<file path="src/inc/tgr_pkg.sv">
// Package for the tap gesture recognizer: register map, flags, timing and carriers
package tgr_pkg;

    // Register indices; byte address is four times the index
    localparam logic [11:0] IDX_ZONE_LEFT   = 12'h540;
    localparam logic [11:0] IDX_ZONE_RIGHT  = 12'h541;
    localparam logic [11:0] IDX_ZONE_TOP    = 12'h542;
    localparam logic [11:0] IDX_ZONE_BOTTOM = 12'h543;
    localparam logic [11:0] IDX_HOLD_LIMIT  = 12'h544;
    localparam logic [11:0] IDX_REPEAT_WIN  = 12'h545;
    localparam logic [11:0] IDX_CONTROL     = 12'h546;
    localparam logic [11:0] IDX_STATUS      = 12'h547;

    localparam int ADDR_W = 14;

    localparam logic [15:0] RST_ZONE_LEFT   = 16'h0100;
    localparam logic [15:0] RST_ZONE_RIGHT  = 16'h1300;
    localparam logic [15:0] RST_ZONE_TOP    = 16'h0100;
    localparam logic [15:0] RST_ZONE_BOTTOM = 16'h2300;
    localparam logic [31:0] RST_HOLD_LIMIT  = 32'h00007a12;
    localparam logic [31:0] RST_REPEAT_WIN  = 32'h0001312d;
    localparam logic [1:0]  RST_CONTROL     = 2'h3;

    // Control bits
    localparam int CTL_ENABLE_BIT = 0;
    localparam int CTL_OUTPUT_BIT = 1;

    // Message
    localparam logic [7:0] MSG_ID_TAP = 8'ha2;

    // Flag encodings
    localparam logic [7:0] FLAG_SEEN     = 8'h01;
    localparam logic [7:0] FLAG_ABORT    = 8'h02;
    localparam logic [7:0] FLAG_ISOLATED = 8'h04;
    localparam logic [7:0] FLAG_REPEATED = 8'h08;
    localparam logic [7:0] FLAG_SAME_CNT = 8'h10;

    // Timebase: one tick is 1 s / 156250 = 6400 ns
    localparam int CLK_PERIOD_NS = 25;
    localparam int TICK_NS       = 6400;
    // Last prescaler count of a tick; 256 clocks fit an 8-bit count of 0 to 255, so wrap after the end value
    localparam logic [7:0] TICK_LAST   = 8'(TICK_NS / CLK_PERIOD_NS - 1);

    typedef enum logic [3:0] {
        ST_IDLE  = 4'b0001,
        ST_TOUCH = 4'b0010,
        ST_DEAD  = 4'b0100,
        ST_SEND  = 4'b1000
    } tgr_state_type;

    typedef struct packed {
        logic        valid;
        logic [3:0]  count;
        logic        in_zone_any;
    } tgr_contact_type;

    typedef struct packed {
        logic [7:0] id;
        logic [7:0] flags;
        logic [7:0] fingers;
    } tgr_msg_type;

    typedef struct packed {
        logic [ADDR_W-1:0] addr;
        logic [31:0]       wdata;
        logic              wr;
        logic              rd;
    } tgr_bus_req_type;

endpackage : tgr_pkg

</file>
<file path="src/rtl/tgr_tap_recognizer.sv">
// Tap gesture recognizer: timing, zone check, flag building and register file
// Operation
// Touch start launches hold timer; expiry while down abandons that touch.
// All fingers lifted before hold limit expiry makes a recognized tap.
// Recognized tap starts repeat window; touch starting inside it is repeated.
// Recognition starts only if a finger lies inside the zone rectangle.
// Zone bounds at 0x540-0x543, hold limit 0x544, repeat window 0x545.
// Timeouts count 1/156250 s ticks; defaults 31250 and 78125.
// Zone compares raw coordinates; defaults 256, 4864, 256, 8960.
// Tap message is id 0xA2, then flag byte, then finger count.
// Flags OR together: seen 01, abort 02, isolated 04, repeated 08, same 10.
// With seen flag, finger count holds fingers used for the tap.
// Abort flag marks hold expiry; finger count then not valid.
// Repeated flag when within repeat window, otherwise isolated flag.
// Same-count flag when previous tap used the same finger count.
// Recognize only when enabled; emit only when output mask bit set.
// One message per tap or abort; count is peak simultaneous contacts.
module tgr_tap_recognizer (
    input  wire logic                          clk,
    input  wire logic                          reset,
    input  wire logic                          contact_valid,
    input  wire logic [3:0]                    contact_count,
    input  wire logic [15:0]                   contact_x,
    input  wire logic [15:0]                   contact_y,
    input  wire logic [tgr_pkg::ADDR_W-1:0]    reg_addr,
    input  wire logic [31:0]                   reg_wdata,
    input  wire logic                          reg_wr,
    input  wire logic                          reg_rd,
    output logic [31:0]                        reg_rdata,
    output logic                               msg_valid,
    output tgr_pkg::tgr_msg_type               msg
);

    // Contact inputs arrive one per cycle from the tracking front end (same clock)
    typedef struct packed {
        tgr_pkg::tgr_state_type st;
        logic [15:0]            zl;
        logic [15:0]            zr;
        logic [15:0]            zt;
        logic [15:0]            zb;
        logic [31:0]            hold_lim;
        logic [31:0]            rep_lim;
        logic [1:0]             ctl;
        logic [7:0]             prescale;
        logic [31:0]            hold_cnt;
        logic [31:0]            rep_cnt;
        logic                   rep_run;
        logic                   cur_repeat;
        logic [3:0]             peak;
        logic [3:0]             last_count;
        logic                   have_last;
        logic                   prev_down;
        logic [7:0]             flags;
        logic [7:0]             fingers;
        logic                   msg_valid;
        tgr_pkg::tgr_msg_type   msg;
        logic [31:0]            rdata;
        logic [7:0]             tap_total;
    } tgr_state_all_type;

    tgr_state_all_type s_q;
    tgr_state_all_type s_d;

    function automatic logic in_zone(input logic [15:0] x, input logic [15:0] y,
                                     input logic [15:0] l, input logic [15:0] r,
                                     input logic [15:0] t, input logic [15:0] b);
        in_zone = (x >= l) && (x <= r) && (y >= t) && (y <= b);
    endfunction : in_zone

    localparam int ADDR_IDX_W = tgr_pkg::ADDR_W - 2;

    function automatic logic [ADDR_IDX_W-1:0] word_index(input logic [tgr_pkg::ADDR_W-1:0] a);
        word_index = a[tgr_pkg::ADDR_W-1:2];
    endfunction : word_index

    logic        tick;
    logic        down;
    logic        finger_in;
    logic [11:0] widx;

    always_comb begin
        tick      = (s_q.prescale == tgr_pkg::TICK_LAST);
        down      = contact_valid && (contact_count != 4'h0);
        finger_in = down && in_zone(contact_x, contact_y, s_q.zl, s_q.zr, s_q.zt, s_q.zb);
        widx      = word_index(reg_addr);
    end

    always_comb begin
        s_d           = s_q;
        s_d.msg_valid = 1'b0;
        s_d.prescale  = tick ? 8'h00 : s_q.prescale + 8'h01;

        // Register writes
        if (reg_wr) begin
            unique case (widx)
                tgr_pkg::IDX_ZONE_LEFT:   s_d.zl = reg_wdata[15:0];
                tgr_pkg::IDX_ZONE_RIGHT:  s_d.zr = reg_wdata[15:0];
                tgr_pkg::IDX_ZONE_TOP:    s_d.zt = reg_wdata[15:0];
                tgr_pkg::IDX_ZONE_BOTTOM: s_d.zb = reg_wdata[15:0];
                tgr_pkg::IDX_HOLD_LIMIT:  s_d.hold_lim = reg_wdata;
                tgr_pkg::IDX_REPEAT_WIN:  s_d.rep_lim  = reg_wdata;
                tgr_pkg::IDX_CONTROL:     s_d.ctl      = reg_wdata[1:0];
                default: ;
            endcase
        end

        // Register reads, answered in the next cycle; unmapped reads as zero
        s_d.rdata = 32'h00000000;
        if (reg_rd) begin
            unique case (widx)
                tgr_pkg::IDX_ZONE_LEFT:   s_d.rdata = {16'h0000, s_q.zl};
                tgr_pkg::IDX_ZONE_RIGHT:  s_d.rdata = {16'h0000, s_q.zr};
                tgr_pkg::IDX_ZONE_TOP:    s_d.rdata = {16'h0000, s_q.zt};
                tgr_pkg::IDX_ZONE_BOTTOM: s_d.rdata = {16'h0000, s_q.zb};
                tgr_pkg::IDX_HOLD_LIMIT:  s_d.rdata = s_q.hold_lim;
                tgr_pkg::IDX_REPEAT_WIN:  s_d.rdata = s_q.rep_lim;
                tgr_pkg::IDX_CONTROL:     s_d.rdata = {30'h00000000, s_q.ctl};
                tgr_pkg::IDX_STATUS:      s_d.rdata = {8'h00, s_q.tap_total, 4'h0, s_q.st,
                                                       3'h0, s_q.rep_run, s_q.peak};
                default:                  s_d.rdata = 32'h00000000;
            endcase
        end

        // Repeat window runs independently of touch state
        if (s_q.rep_run && tick) begin
            if (s_q.rep_cnt + 32'h00000001 >= s_q.rep_lim) begin
                s_d.rep_run = 1'b0;
            end
            s_d.rep_cnt = s_q.rep_cnt + 32'h00000001;
        end

        s_d.prev_down = down;

        unique case (s_q.st)
            tgr_pkg::ST_IDLE: begin
                // Only a fresh contact opens a touch; a touch held across enable is ignored
                if (s_q.ctl[tgr_pkg::CTL_ENABLE_BIT] && finger_in && !s_q.prev_down) begin
                    s_d.st         = tgr_pkg::ST_TOUCH;
                    s_d.hold_cnt   = 32'h00000000;
                    s_d.cur_repeat = s_q.rep_run;
                    s_d.peak       = contact_count;
                end
            end
            tgr_pkg::ST_TOUCH: begin
                if (!down) begin
                    // Tap recognized: build message and arm the repeat window
                    s_d.flags = tgr_pkg::FLAG_SEEN
                              | (s_q.cur_repeat ? tgr_pkg::FLAG_REPEATED : tgr_pkg::FLAG_ISOLATED)
                              | ((s_q.have_last && s_q.last_count == s_q.peak)
                                 ? tgr_pkg::FLAG_SAME_CNT : 8'h00);
                    s_d.fingers    = {4'h0, s_q.peak};
                    s_d.last_count = s_q.peak;
                    s_d.have_last  = 1'b1;
                    s_d.rep_run    = 1'b1;
                    s_d.rep_cnt    = 32'h00000000;
                    s_d.tap_total  = s_q.tap_total + 8'h01;
                    s_d.st         = tgr_pkg::ST_SEND;
                end else begin
                    if (contact_count > s_q.peak) begin
                        s_d.peak = contact_count;
                    end
                    if (tick) begin
                        s_d.hold_cnt = s_q.hold_cnt + 32'h00000001;
                        if (s_q.hold_cnt + 32'h00000001 >= s_q.hold_lim) begin
                            s_d.flags   = tgr_pkg::FLAG_ABORT;
                            s_d.fingers = 8'h00;
                            s_d.st      = tgr_pkg::ST_SEND;
                        end
                    end
                end
            end
            tgr_pkg::ST_SEND: begin
                if (s_q.ctl[tgr_pkg::CTL_OUTPUT_BIT]) begin
                    s_d.msg_valid   = 1'b1;
                    s_d.msg.id      = tgr_pkg::MSG_ID_TAP;
                    s_d.msg.flags   = s_q.flags;
                    s_d.msg.fingers = s_q.fingers;
                end
                // After an abort the fingers are still down: wait for lift
                s_d.st = (s_q.flags == tgr_pkg::FLAG_ABORT) ? tgr_pkg::ST_DEAD : tgr_pkg::ST_IDLE;
            end
            tgr_pkg::ST_DEAD: begin
                if (!down) begin
                    s_d.st = tgr_pkg::ST_IDLE;
                end
            end
            default: s_d.st = tgr_pkg::ST_IDLE;
        endcase

        // Disabling drops a touch in progress without reporting it
        if (!s_q.ctl[tgr_pkg::CTL_ENABLE_BIT] && s_q.st == tgr_pkg::ST_TOUCH) begin
            s_d.st = tgr_pkg::ST_IDLE;
        end
    end

    always_ff @(posedge clk) begin
        if (reset) begin
            s_q            <= '0;
            s_q.st         <= tgr_pkg::ST_IDLE;
            s_q.zl         <= tgr_pkg::RST_ZONE_LEFT;
            s_q.zr         <= tgr_pkg::RST_ZONE_RIGHT;
            s_q.zt         <= tgr_pkg::RST_ZONE_TOP;
            s_q.zb         <= tgr_pkg::RST_ZONE_BOTTOM;
            s_q.hold_lim   <= tgr_pkg::RST_HOLD_LIMIT;
            s_q.rep_lim    <= tgr_pkg::RST_REPEAT_WIN;
            s_q.ctl        <= tgr_pkg::RST_CONTROL;
            s_q.prev_down  <= 1'b1;
        end else begin
            s_q <= s_d;
        end
    end

    always_comb begin
        reg_rdata = s_q.rdata;
        msg_valid = s_q.msg_valid;
        msg       = s_q.msg;
    end

endmodule : tgr_tap_recognizer

</file>
<file path="config.mk">
export PLATFORM = sky130hd
export DESIGN_NAME = tgr_tap_recognizer
export DESIGN_NICKNAME = d
export VERILOG_FILES = /design/src/inc/tgr_pkg.sv /design/src/rtl/tgr_tap_recognizer.sv
export SDC_FILE = /design/constraint.sdc
export NUM_CORES = 1
export LEC_CHECK = 0
export ABC_AREA = 1
export ABC_CLOCK_PERIOD_IN_PS = 5100
export BUFFER_PORTS_ARGS = -buffer_cell sky130_fd_sc_hd__buf_4
export CAP_MARGIN = 25
export CORE_MARGIN = 2
export CORE_UTILIZATION = 65
export DETAILED_ROUTE_END_ITERATION = 10
export GPL_ROUTABILITY_DRIVEN = 1
export GPL_TIMING_DRIVEN = 0
export PLACE_DENSITY = 0.85
export SYNTH_ARGS = -nofsm -noshare
export SYNTH_HDL_FRONTEND = slang
export SYNTH_SLANG_ARGS = --single-unit
</file>
<file path="constraint.sdc">
create_clock -name clk -period 5.1 [get_ports clk]
set_clock_uncertainty 0.1 [all_clocks]
set_input_delay 0.51 -clock clk [delete_from_list [all_inputs] [get_ports clk]]
set_output_delay 0.51 -clock clk [all_outputs]
set_load 0.1 [all_outputs]
</file>
==> run summary, run 1 <==
Initial DRC Count = 1846
reg2reg start = s_q[93]
worst rel slew slack = 45.3%
final count of pins violating max slew = 0
worst slew pin tran = 0.821 ns
GRT Util Overall = 39.8%
max incr delay on CP = 0.50 ns
WL/cell = 19.1 um
layout cells sized above 1 = 12.1%
Setup Crit Path Kind = register to register
Clock transition at path regs = 0.06 ns
final setup TNS = 0 ns
Die H = 161 um
max cap viols = 0
Post-Synthesis Cell Area = 15900 um2
H-tree depth = 1
Leak = 8.21 nW
Gates resized, CTS repair = 0
antenna cells = 0
Overflow after GRT = 0
CP required = 5.45 ns
I/O pin cnt = 144
Die Footprint = 25800 um2
critical path, cell by cell = ha_1 > nand3_2 > nor2_1 > inv_1 > nor2_2 > nand3_1 > nor3_1 > nand3_1 > nor2_2 > nand2_1 > o21ai_0 > inv_1 > ha_1 > nand2_1 > nor4_1 > nand4_1 > nand3_1 > a21oi_1 > a21oi_1 > nor2_1
Final min period = 4.15 ns
CP dominant cell by count = nand3_1
largest net degree at the start of global routing = 17
CTS sink cnt = 278
Critical Path Start = s_q[93]
Yosys top cell area share = 35.0%
worst path bufs/invs = 2
Clock Tree Root = clkbuf_16
register bit count reported by yosys = 278
library cells used by synthesis = 48
clk buf depth = 3
Worst Path Max Fanout = 6
CTS tree = built
Hold Crit Class = primary input to register
Initial Utilization = 65.8%
nature of the critical path startpoint = register
Placer Congestion = 0.989
global-route wire length before repair = 80400 um
hold-fix buffers at CTS = 0
Vias = 16300
setup violators final = 0
# Post-CTS Setup Buffers = 0
hold_sp = reg_wdata[12]
endpoints failing hold = 0
status = completed
drt first pass iters = 6
Core ar. = 24200 um2
vias in the first global route = 15100
Vias/cell = 5.90
Syn. warnings = 0
RSZ-0062 raised after global routing = false
Peak supply drop = 0.320 mV
port buffer count = 129
Post-synth EDFFs = 0
asr flop ratio synth = 0%
DP HPWL = 40700 um
Seq/Total Area, Yosys = 35.0%
fmax = 0.241 GHz
clk_lat worst skew = 0.59 ns
Die W = 161 um
critical path endpoint category = register
DRC = 0
Area contributors post-synth = dfxtp_1 (35%), ha_1 (11%), nand2_1 (9.3%)
ys flop type = dfxtp_1
Slowest cell on crit path = dfxtp_1
Gate Count Post-Synth = 2235
Routed WL = 52700 um
Num CTS Buffers = 31
Synth Area per Inst = 7.12 um2
Final ANT Viol Nets = 0
final worst path period share = 81.4%
area leader, netlist = dfxtp_1
Area growth syn-to-layout = 15.6%
Power, Total = 4.87 mW
final net count = 2631
cell family with most CP delay = simple AND/OR/NAND/NOR gates
Worst Path Arrival = 4.50 ns
Site Rows = 57
initial antenna violation count = 0
PwrDens = 265 nW/um2
-- worst paths after layout --
path         slack, ns  depth (start not counted)       end
max reg2reg       0.95                         20   s_q[92]
min reg2reg       0.36                          2    msg[9]
min                0.1                          3  s_q[275]
max               0.95                         20   s_q[92]
-- through the flow --
stage / instances / worst slack, ns / util, % / area, um2 / hold WS [ns]
2_1_floorplan: 2246 / 2.02 / - / 16000 / 0.318
3_3_place_gp: 2699 / 1.07 / 71.7 / 17300 / 0.327
3_5_place_dp: 2699 / 1.04 / 71.7 / 17300 / 0.339
4_1_cts: 2756 / 1.02 / 76.1 / 18400 / 0.0807
5_1_grt: 2756 / 0.730 / 76.1 / 18400 / 0.113
6_report: 2756 / 0.947 / 76.1 / 18400 / 0.0957
-- cell usage after synthesis, types with 16 or more instances --
cell and count:
nand2_1 396, clkbuf_1 53, inv_1 316, xor2_1 51, buf_2 16, nand3_1 96, nor2_1 181, dfxtp_1 278
nor3_1 35, o21ai_0 155, a21oi_1 253, ha_1 136, o22ai_1 44, buf_4 59, nand4_1 23, o211ai_1 29
-- power by group --
part	internal, mW	total (mW)	switching [mW]	leakage [nW]
Sequential	2.18	2.19	0.00865	2.24
Clock	1.38	2.33	0.957	0.520
Combinational	0.120	0.353	0.233	5.45
Total	3.68	4.87	1.20	8.21
-- cell families (layout without fill, tap and decap cells) --
| kind of cell | after synthesis | in the layout | synth area share, % |
|---|---|---|---|
| fa+ha+maj | 136 | 136 | 10.7 |
| xor+xnor | 54 | 54 | 2.97 |
| other cells | 1 | 12 | 0.0236 |
| flops | 278 | 278 | 35.0 |
| compound gates | 527 | 527 | 18.1 |
| simple gates | 776 | 776 | 20.7 |
| buf+inv | 463 | 649 | 12.6 |
-- sequential cells by signal, summed over array words and instances (netlist names) --
signal     count
s_q          235
msg           10
msg_valid      1
reg_rdata     32
-- metal layers --
layer  GRT usage [%]  up-vias  part of all wire, %
met5               0        -                    0
met2            63.7      956                   43
met3            7.95      219                   11
li1                -     7647                    -
met4            19.2        0                  5.9
met1            51.6     7445                   40
-- worst min-delay path, stage by stage --
cell      delay, ns
buf_4          0.12
nand2_1        0.05
o211ai_1       0.06
-- placed cells by master, fill, tap and decap left out, types with 10 or more instances in the layout --
master     count
nand2_1      396
buf_2         16
o22ai_1       44
conb_1        12
xor2_1        51
nand4_1       23
nor2_2        10
a21oi_1      253
nor2_1       181
nand3_1       96
inv_1        316
dfxtp_1      278
buf_4        188
clkbuf_1      58
nor3_1        35
o21ai_1       12
nor4_1        10
o21ai_0      155
ha_1         136
clkbuf_16     31
o211ai_1      29
-- area by class of cell --
class	count	area [um2]
tap	324	405
timing repair buffer	129	968
multi-input combinational	1505	8390
buffer	134	767
clock inverter	14	174
sequential	278	5570
fill	1914	5780
inverter	329	1230
clock buffer	43	891
Power figures use the tool's default switching activity.
==> run 2, diff against run 1 <==
--- a/config.mk
+++ b/config.mk
@@ -6,15 +6,15 @@
 export NUM_CORES = 1
 export LEC_CHECK = 0
 export ABC_AREA = 1
-export ABC_CLOCK_PERIOD_IN_PS = 5100
+export ABC_CLOCK_PERIOD_IN_PS = 4100
 export BUFFER_PORTS_ARGS = -buffer_cell sky130_fd_sc_hd__buf_4
 export CAP_MARGIN = 25
 export CORE_MARGIN = 2
-export CORE_UTILIZATION = 65
+export CORE_UTILIZATION = 61
 export DETAILED_ROUTE_END_ITERATION = 10
 export GPL_ROUTABILITY_DRIVEN = 1
 export GPL_TIMING_DRIVEN = 0
-export PLACE_DENSITY = 0.85
+export PLACE_DENSITY = 0.8
 export SYNTH_ARGS = -nofsm -noshare
 export SYNTH_HDL_FRONTEND = slang
 export SYNTH_SLANG_ARGS = --single-unit
==> constraint.sdc (replaced) <==
create_clock -name clk -period 4.1 [get_ports clk]
set_clock_uncertainty 0.1 [all_clocks]
set_input_delay 0.41 -clock clk [delete_from_list [all_inputs] [get_ports clk]]
set_output_delay 0.41 -clock clk [all_outputs]
set_load 0.1 [all_outputs]
==> run 2 against run 1 <==
Sequential share of layout area shrank 0.19 points. Combinational power grew 24%. Core utilization shrank 4.4 points. Sequential cell count is the same. First-iteration DRC count is the same. Critical path depth is the same. Highest routed layer unchanged.
==> run summary, run 2 (same netlist as run 1, synthesis figures left out) <==
status = completed
commonest non-fill, non-tap cells in the layout = nand2_1 (396), inv_1 (316), dfxtp_1 (277)
Worst Path Arrival = 4.24 ns
# Post-CTS Setup Buffers = 0
Hold WS = 0.0281 ns
Num CTS Buffers = 31
Clock Tree Root = clkbuf_16
Initial Utilization = 61.6%
largest net degree at the start of global routing = 17
CTS sink cnt = 278
Peak supply drop = 0.417 mV
CP required = 4.43 ns
global-route wire length before repair = 78800 um
worst slew pin tran = 0.832 ns
Vias = 16000
max incr delay on CP = 0.42 ns
vias in the first global route = 14400
final net count = 2632
H-tree depth = 1
Power, Total = 6.27 mW
DRC = 0
antenna cells = 0
max cap viols = 0
critical path endpoint category = register
Vias/cell = 5.77
nature of the critical path startpoint = register
final setup TNS = 0 ns
drt first pass iters = 6
port buffer count = 129
Die Footprint = 27400 um2
Die W = 166 um
CTS tree = built
final worst path period share = 95.3%
Leak = 8.23 nW
layout cells sized above 1 = 12.3%
endpoints failing hold = 0
Final ANT Viol Nets = 0
GRT Util Overall = 37.5%
worst rel slew slack = 44.5%
Clock transition at path regs = 0.06 ns
critical path, cell by cell = ha_1 > nand3_2 > nor2_2 > inv_1 > nor2_2 > nand3_1 > nor3_1 > nand3_1 > nor2_2 > nand2_1 > o21ai_0 > inv_1 > ha_1 > nand2_1 > nor4_2 > nand4_1 > nand3_1 > a21oi_1 > a21oi_1 > nor2_1
clk buf depth = 3
Final min period = 3.91 ns
fmax = 0.256 GHz
PwrDens = 339 nW/um2
WL/cell = 19.0 um
worst setup margin = 0.194 ns
Setup Crit Path Kind = register to register
DP HPWL = 41200 um
DP Worst Slack = 0.0442 ns
Slowest cell on crit path = dfxtp_2
Core ar. = 25800 um2
Largest Register = s_q
setup violators final = 0
Hold Crit Class = primary input to register
Initial DRC Count = 1846
Worst Path Max Fanout = 6
final count of pins violating max slew = 0
Overflow after GRT = 0
Area growth syn-to-layout = 16.3%
Placer Congestion = 1.03
Site Rows = 59
Routed WL = 52600 um
initial antenna violation count = 1
clk_lat worst skew = 0.59 ns
commonest non-fill, non-tap cell in the layout = nand2_1
max reg flops = 235
Die H = 166 um
I/O pin cnt = 144
[run 2: changes by cell type in the layout (fill, tap and decap cells not counted), sizes merged]
cell,before,now
clkbuf,96,91
bufinv,3,7
clkinvlp,3,7
clkinv,11,8
dlygate4sd3,0,1
inv,326,325
[run 2: stage by stage]
step | cell area [um2] | std cells | util, %
after floorplan | 16000 | 2246 | -
after global placement | 17300 | 2710 | 67.1
after detailed placement | 17300 | 2710 | 67.1
after CTS | 18500 | 2767 | 71.6
after global routing | 18500 | 2767 | 71.7
final | 18500 | 2767 | 71.7
[run 2: report_power, final]
| part | switching (mW) | leakage, nW | total, mW | internal, mW |
|---|---|---|---|---|
| registers | 0.0102 | 2.24 | 2.72 | 2.71 |
| clock network | 1.21 | 0.536 | 3.11 | 1.90 |
| logic | 0.287 | 5.46 | 0.436 | 0.150 |
[run 2: area by class of cell]
class	instances	area, um2
Timing Repair Buffer	130	978
Buffer	134	767
Fill cell	2204	7320
Tap cell	335	419
Clock inverter	18	302
Multi-Input combinational cell	1505	8410
Clock buffer	38	842
Inverter	329	1230
Sequential cell	278	5570
[run 2: final timing paths]
check                                   start  endpoint  slack, ns  depth (start not counted)
worst max-delay path                  s_q[93]   s_q[92]       0.19                         20
worst min-delay path            reg_wdata[16]  s_q[215]       0.03                          3
worst max register to register        s_q[93]   s_q[92]       0.19                         20
worst min register to register       s_q[157]  s_q[157]       0.35                          1
[run 2: what timing repair did]
item,CTS,global route
endpoints found under the setup margin,0,6
resized for setup,0,4
hold buffers,1,0
endpoints found under the hold margin,2,0
[run 2: worst max-delay path, delay by kind of cell, from the launching register on]
| family | cells | cell delay (ns) |
|---|---|---|
| flops | 1 | 0.42 |
| buf+inv | 2 | 0.20 |
| simple gates | 13 | 2.00 |
| fa+ha+maj | 2 | 0.53 |
| compound gates | 3 | 0.51 |
[run 2: per-layer routing]
metal	track usage, %	vias up	part of all wire (%)
met5	0	-	0
met2	60.6	800	45
met1	50.4	7413	41
met4	11.4	0	3.3
li1	-	7643	-
met3	7.87	123	11
==> run 3, diff against run 2 <==
--- a/config.mk
+++ b/config.mk
@@ -5,16 +5,15 @@
 export SDC_FILE = /design/constraint.sdc
 export NUM_CORES = 1
 export LEC_CHECK = 0
-export ABC_AREA = 1
 export ABC_CLOCK_PERIOD_IN_PS = 4100
 export BUFFER_PORTS_ARGS = -buffer_cell sky130_fd_sc_hd__buf_4
 export CAP_MARGIN = 25
 export CORE_MARGIN = 2
-export CORE_UTILIZATION = 61
+export CORE_UTILIZATION = 60
 export DETAILED_ROUTE_END_ITERATION = 10
 export GPL_ROUTABILITY_DRIVEN = 1
 export GPL_TIMING_DRIVEN = 0
-export PLACE_DENSITY = 0.8
+export PLACE_DENSITY = 0.79
 export SYNTH_ARGS = -nofsm -noshare
 export SYNTH_HDL_FRONTEND = slang
 export SYNTH_SLANG_ARGS = --single-unit
==> run 3 against run 2 <==
Global-route usage shrank 0.86 points. Worst hold slack got worse by 0.019 ns. Highest routed layer unchanged. Combinational power is 18% lower. Worst setup slack worse by 0.13 ns. Non-clock buffer count up 21. Area after synthesis shrank 3.0%.
==> run summary, run 3 <==
Vias/cell = 6.11
layout cells sized above 1 = 14.0%
Syn. warnings = 0
Worst Path Max Fanout = 7
I/O pin cnt = 144
port buffer count = 126
library cells used by synthesis = 62
count leader, synth = nand2_1
Setup Crit Path Kind = register to register
Core ar. = 25300 um2
switching fraction of total power = 23.2%
Initial DRC Count = 1883
initial antenna violation count = 0
Largest Register = s_q
Die W = 164 um
Post-synth EDFFs = 0
part of the power in registers = 45.7%
post-layout util = 71.8%
critical path endpoint category = register
Vias = 15000
Clk pwr share = 48.3%
Peak supply drop = 0.367 mV
register bit count reported by yosys = 278
Placer Congestion = 0.976
Clock transition at path regs = 0.07 ns
final setup TNS = 0 ns
Worst R2R Setup Slack = 0.06 ns
setup violators final = 0
commonest non-fill, non-tap cells in the layout = nand2_1 (367), dfxtp_1 (271), buf_4 (190)
worst slew pin tran = 1.07 ns
commonest non-fill, non-tap cell in the layout = nand2_1
PwrDens = 327 nW/um2
reg2reg start = s_q[128]
Area growth syn-to-layout = 17.4%
Hold Crit Class = primary input to register
CTS tree = built
Yosys top cell area share = 36.1%
DP HPWL = 37600 um
worst setup margin = 0.0620 ns
fmax = 0.248 GHz
switching power = 1.38 mW
final count of pins violating max slew = 0
antenna cells = 0
Area contributors post-synth = dfxtp_1 (36%), ha_1 (11%), nand2_1 (8.9%)
Critical Path Start = s_q[128]
largest net degree at the start of global routing = 15
fin cells = 2459
Die Footprint = 27000 um2
GRT Util Overall = 36.6%
Leak = 7.17 nW
final net count = 2330
Die H = 164 um
WL/cell = 20.6 um
dpl cells = 2396
commonest cells in the netlist = nand2_1 (367), dfxtp_1 (278), a21oi_1 (175), inv_1 (137), ha_1 (136)
Final min period = 4.04 ns
Num CTS Buffers = 30
endpoints failing hold = 0
nature of the critical path startpoint = register
Post-Synthesis Cell Area = 15400 um2
max cap viols = 0
Site Rows = 58
CTS sink cnt = 278
Routed WL = 50500 um
Worst Path Arrival = 4.39 ns
Comb power frac = 6.0%
clk_lat worst skew = 0.57 ns
Internal = 4.55 mW
H-tree depth = 1
CP required = 4.45 ns
DRC = 0
vias in the first global route = 14100
Overflow after GRT = 0
hold_sp = reg_wdata[22]
Synth Area per Inst = 8.02 um2
status = completed
ys flop type = dfxtp_1
Final ANT Viol Nets = 0
drt first pass iters = 8
Gate Count Post-Synth = 1926
Initial Utilization = 61.1%
final worst path period share = 98.5%
asr flop ratio synth = 0%
max reg flops = 235
DP Worst Slack = -1.06 ns
Clock Tree Root = clkbuf_16
Seq/Total Area, Yosys = 36.1%
clk buf depth = 3
worst rel slew slack = 27.7%
global-route wire length before repair = 76600 um
area leader, netlist = dfxtp_1
-- run 3: power by group through the flow --
| stage | clock network, mW | logic, mW | registers (mW) |
|---|---|---|---|
| 5_1_grt | 2.97 | 0.379 | 2.71 |
| 3_5_place_dp | 0 | 0.343 | 2.77 |
| 4_1_cts | 2.88 | 0.346 | 2.71 |
| 6_report | 2.86 | 0.358 | 2.71 |
| 2_1_floorplan | 0 | 0.177 | 2.77 |
| 3_3_place_gp | 0 | 0.339 | 2.77 |
-- run 3: final timing paths --
| check | endpoint | cells past startpoint |
|---|---|---|
| worst min-delay path | s_q[189] | 3 |
| worst max-delay path | s_q[75] | 15 |
| worst min register to register | s_q[85] | 2 |
| worst max register to register | s_q[75] | 15 |
-- run 3: per-layer routing --
layer  track usage [%]  vias to the layer above  share of wire, %
met5                 0                        -                 0
met2              58.0                      808                44
met3              8.14                      183                11
met4              17.4                        0               5.2
li1                  -                     7013                 -
met1              47.5                     7013                40
-- run 3: layout make-up --
cell class / instances / area [um2]
multi-input cells: 1375 / 8750
fillers: 2081 / 7120
flip-flops and latches: 278 / 5580
repair buffers: 140 / 1060
clock buffers: 42 / 877
plain buffers: 145 / 774
inverters: 137 / 514
well taps: 330 / 413
clock inverters: 12 / 163
-- run 3: logic make-up after synthesis --
| logic type | count (synthesis) | synth area share [%] |
|---|---|---|
| AND/OR/NAND/NOR | 689 | 20.1 |
| multiplexers | 22 | 1.43 |
| XOR/XNOR | 98 | 5.56 |
| other | 1 | 0.0243 |
| AO/OA/AOI/OAI | 418 | 17.4 |
| flip-flops | 278 | 36.1 |
| buffers and inverters | 284 | 8.39 |
| adder cells (fa/ha/maj) | 136 | 11.0 |
-- run 3: timing repair --
item                                   4_1_cts  5_1_grt
setup endpoints to repair                   11        7
resized for setup                           15       21
hold buffers                                 1        0
endpoints found under the hold margin        1        0
buffers inserted                             2        5
pin swaps                                    3        8
-- run 3: critical path: stages (launching register included) --
cell and delay, ns:
dfxtp_2 0.39, and4_1 0.23, nand4_1 0.21, nor4_4 0.38, and3_4 0.27, nand3_1 0.16, xnor2_2 0.20, ha_1 0.35
nand4_1 0.18, nor3_1 0.21, o21ai_0 0.16, a31oi_1 0.36, o21ai_2 0.16, nor2b_1 0.16, buf_2 0.18, a22o_1 0.24
-- run 3: metrics by stage --
step | instance area, um2 | hold WS, ns | power, mW
floorplan | 15500 | 0.340 | 2.94
global placement | 16800 | 0.351 | 3.11
detailed placement | 16900 | 0.360 | 3.11
CTS | 18000 | 0.00178 | 5.93
global route | 18100 | 0.0123 | 6.06
finish | 18100 | 0.00920 | 5.93
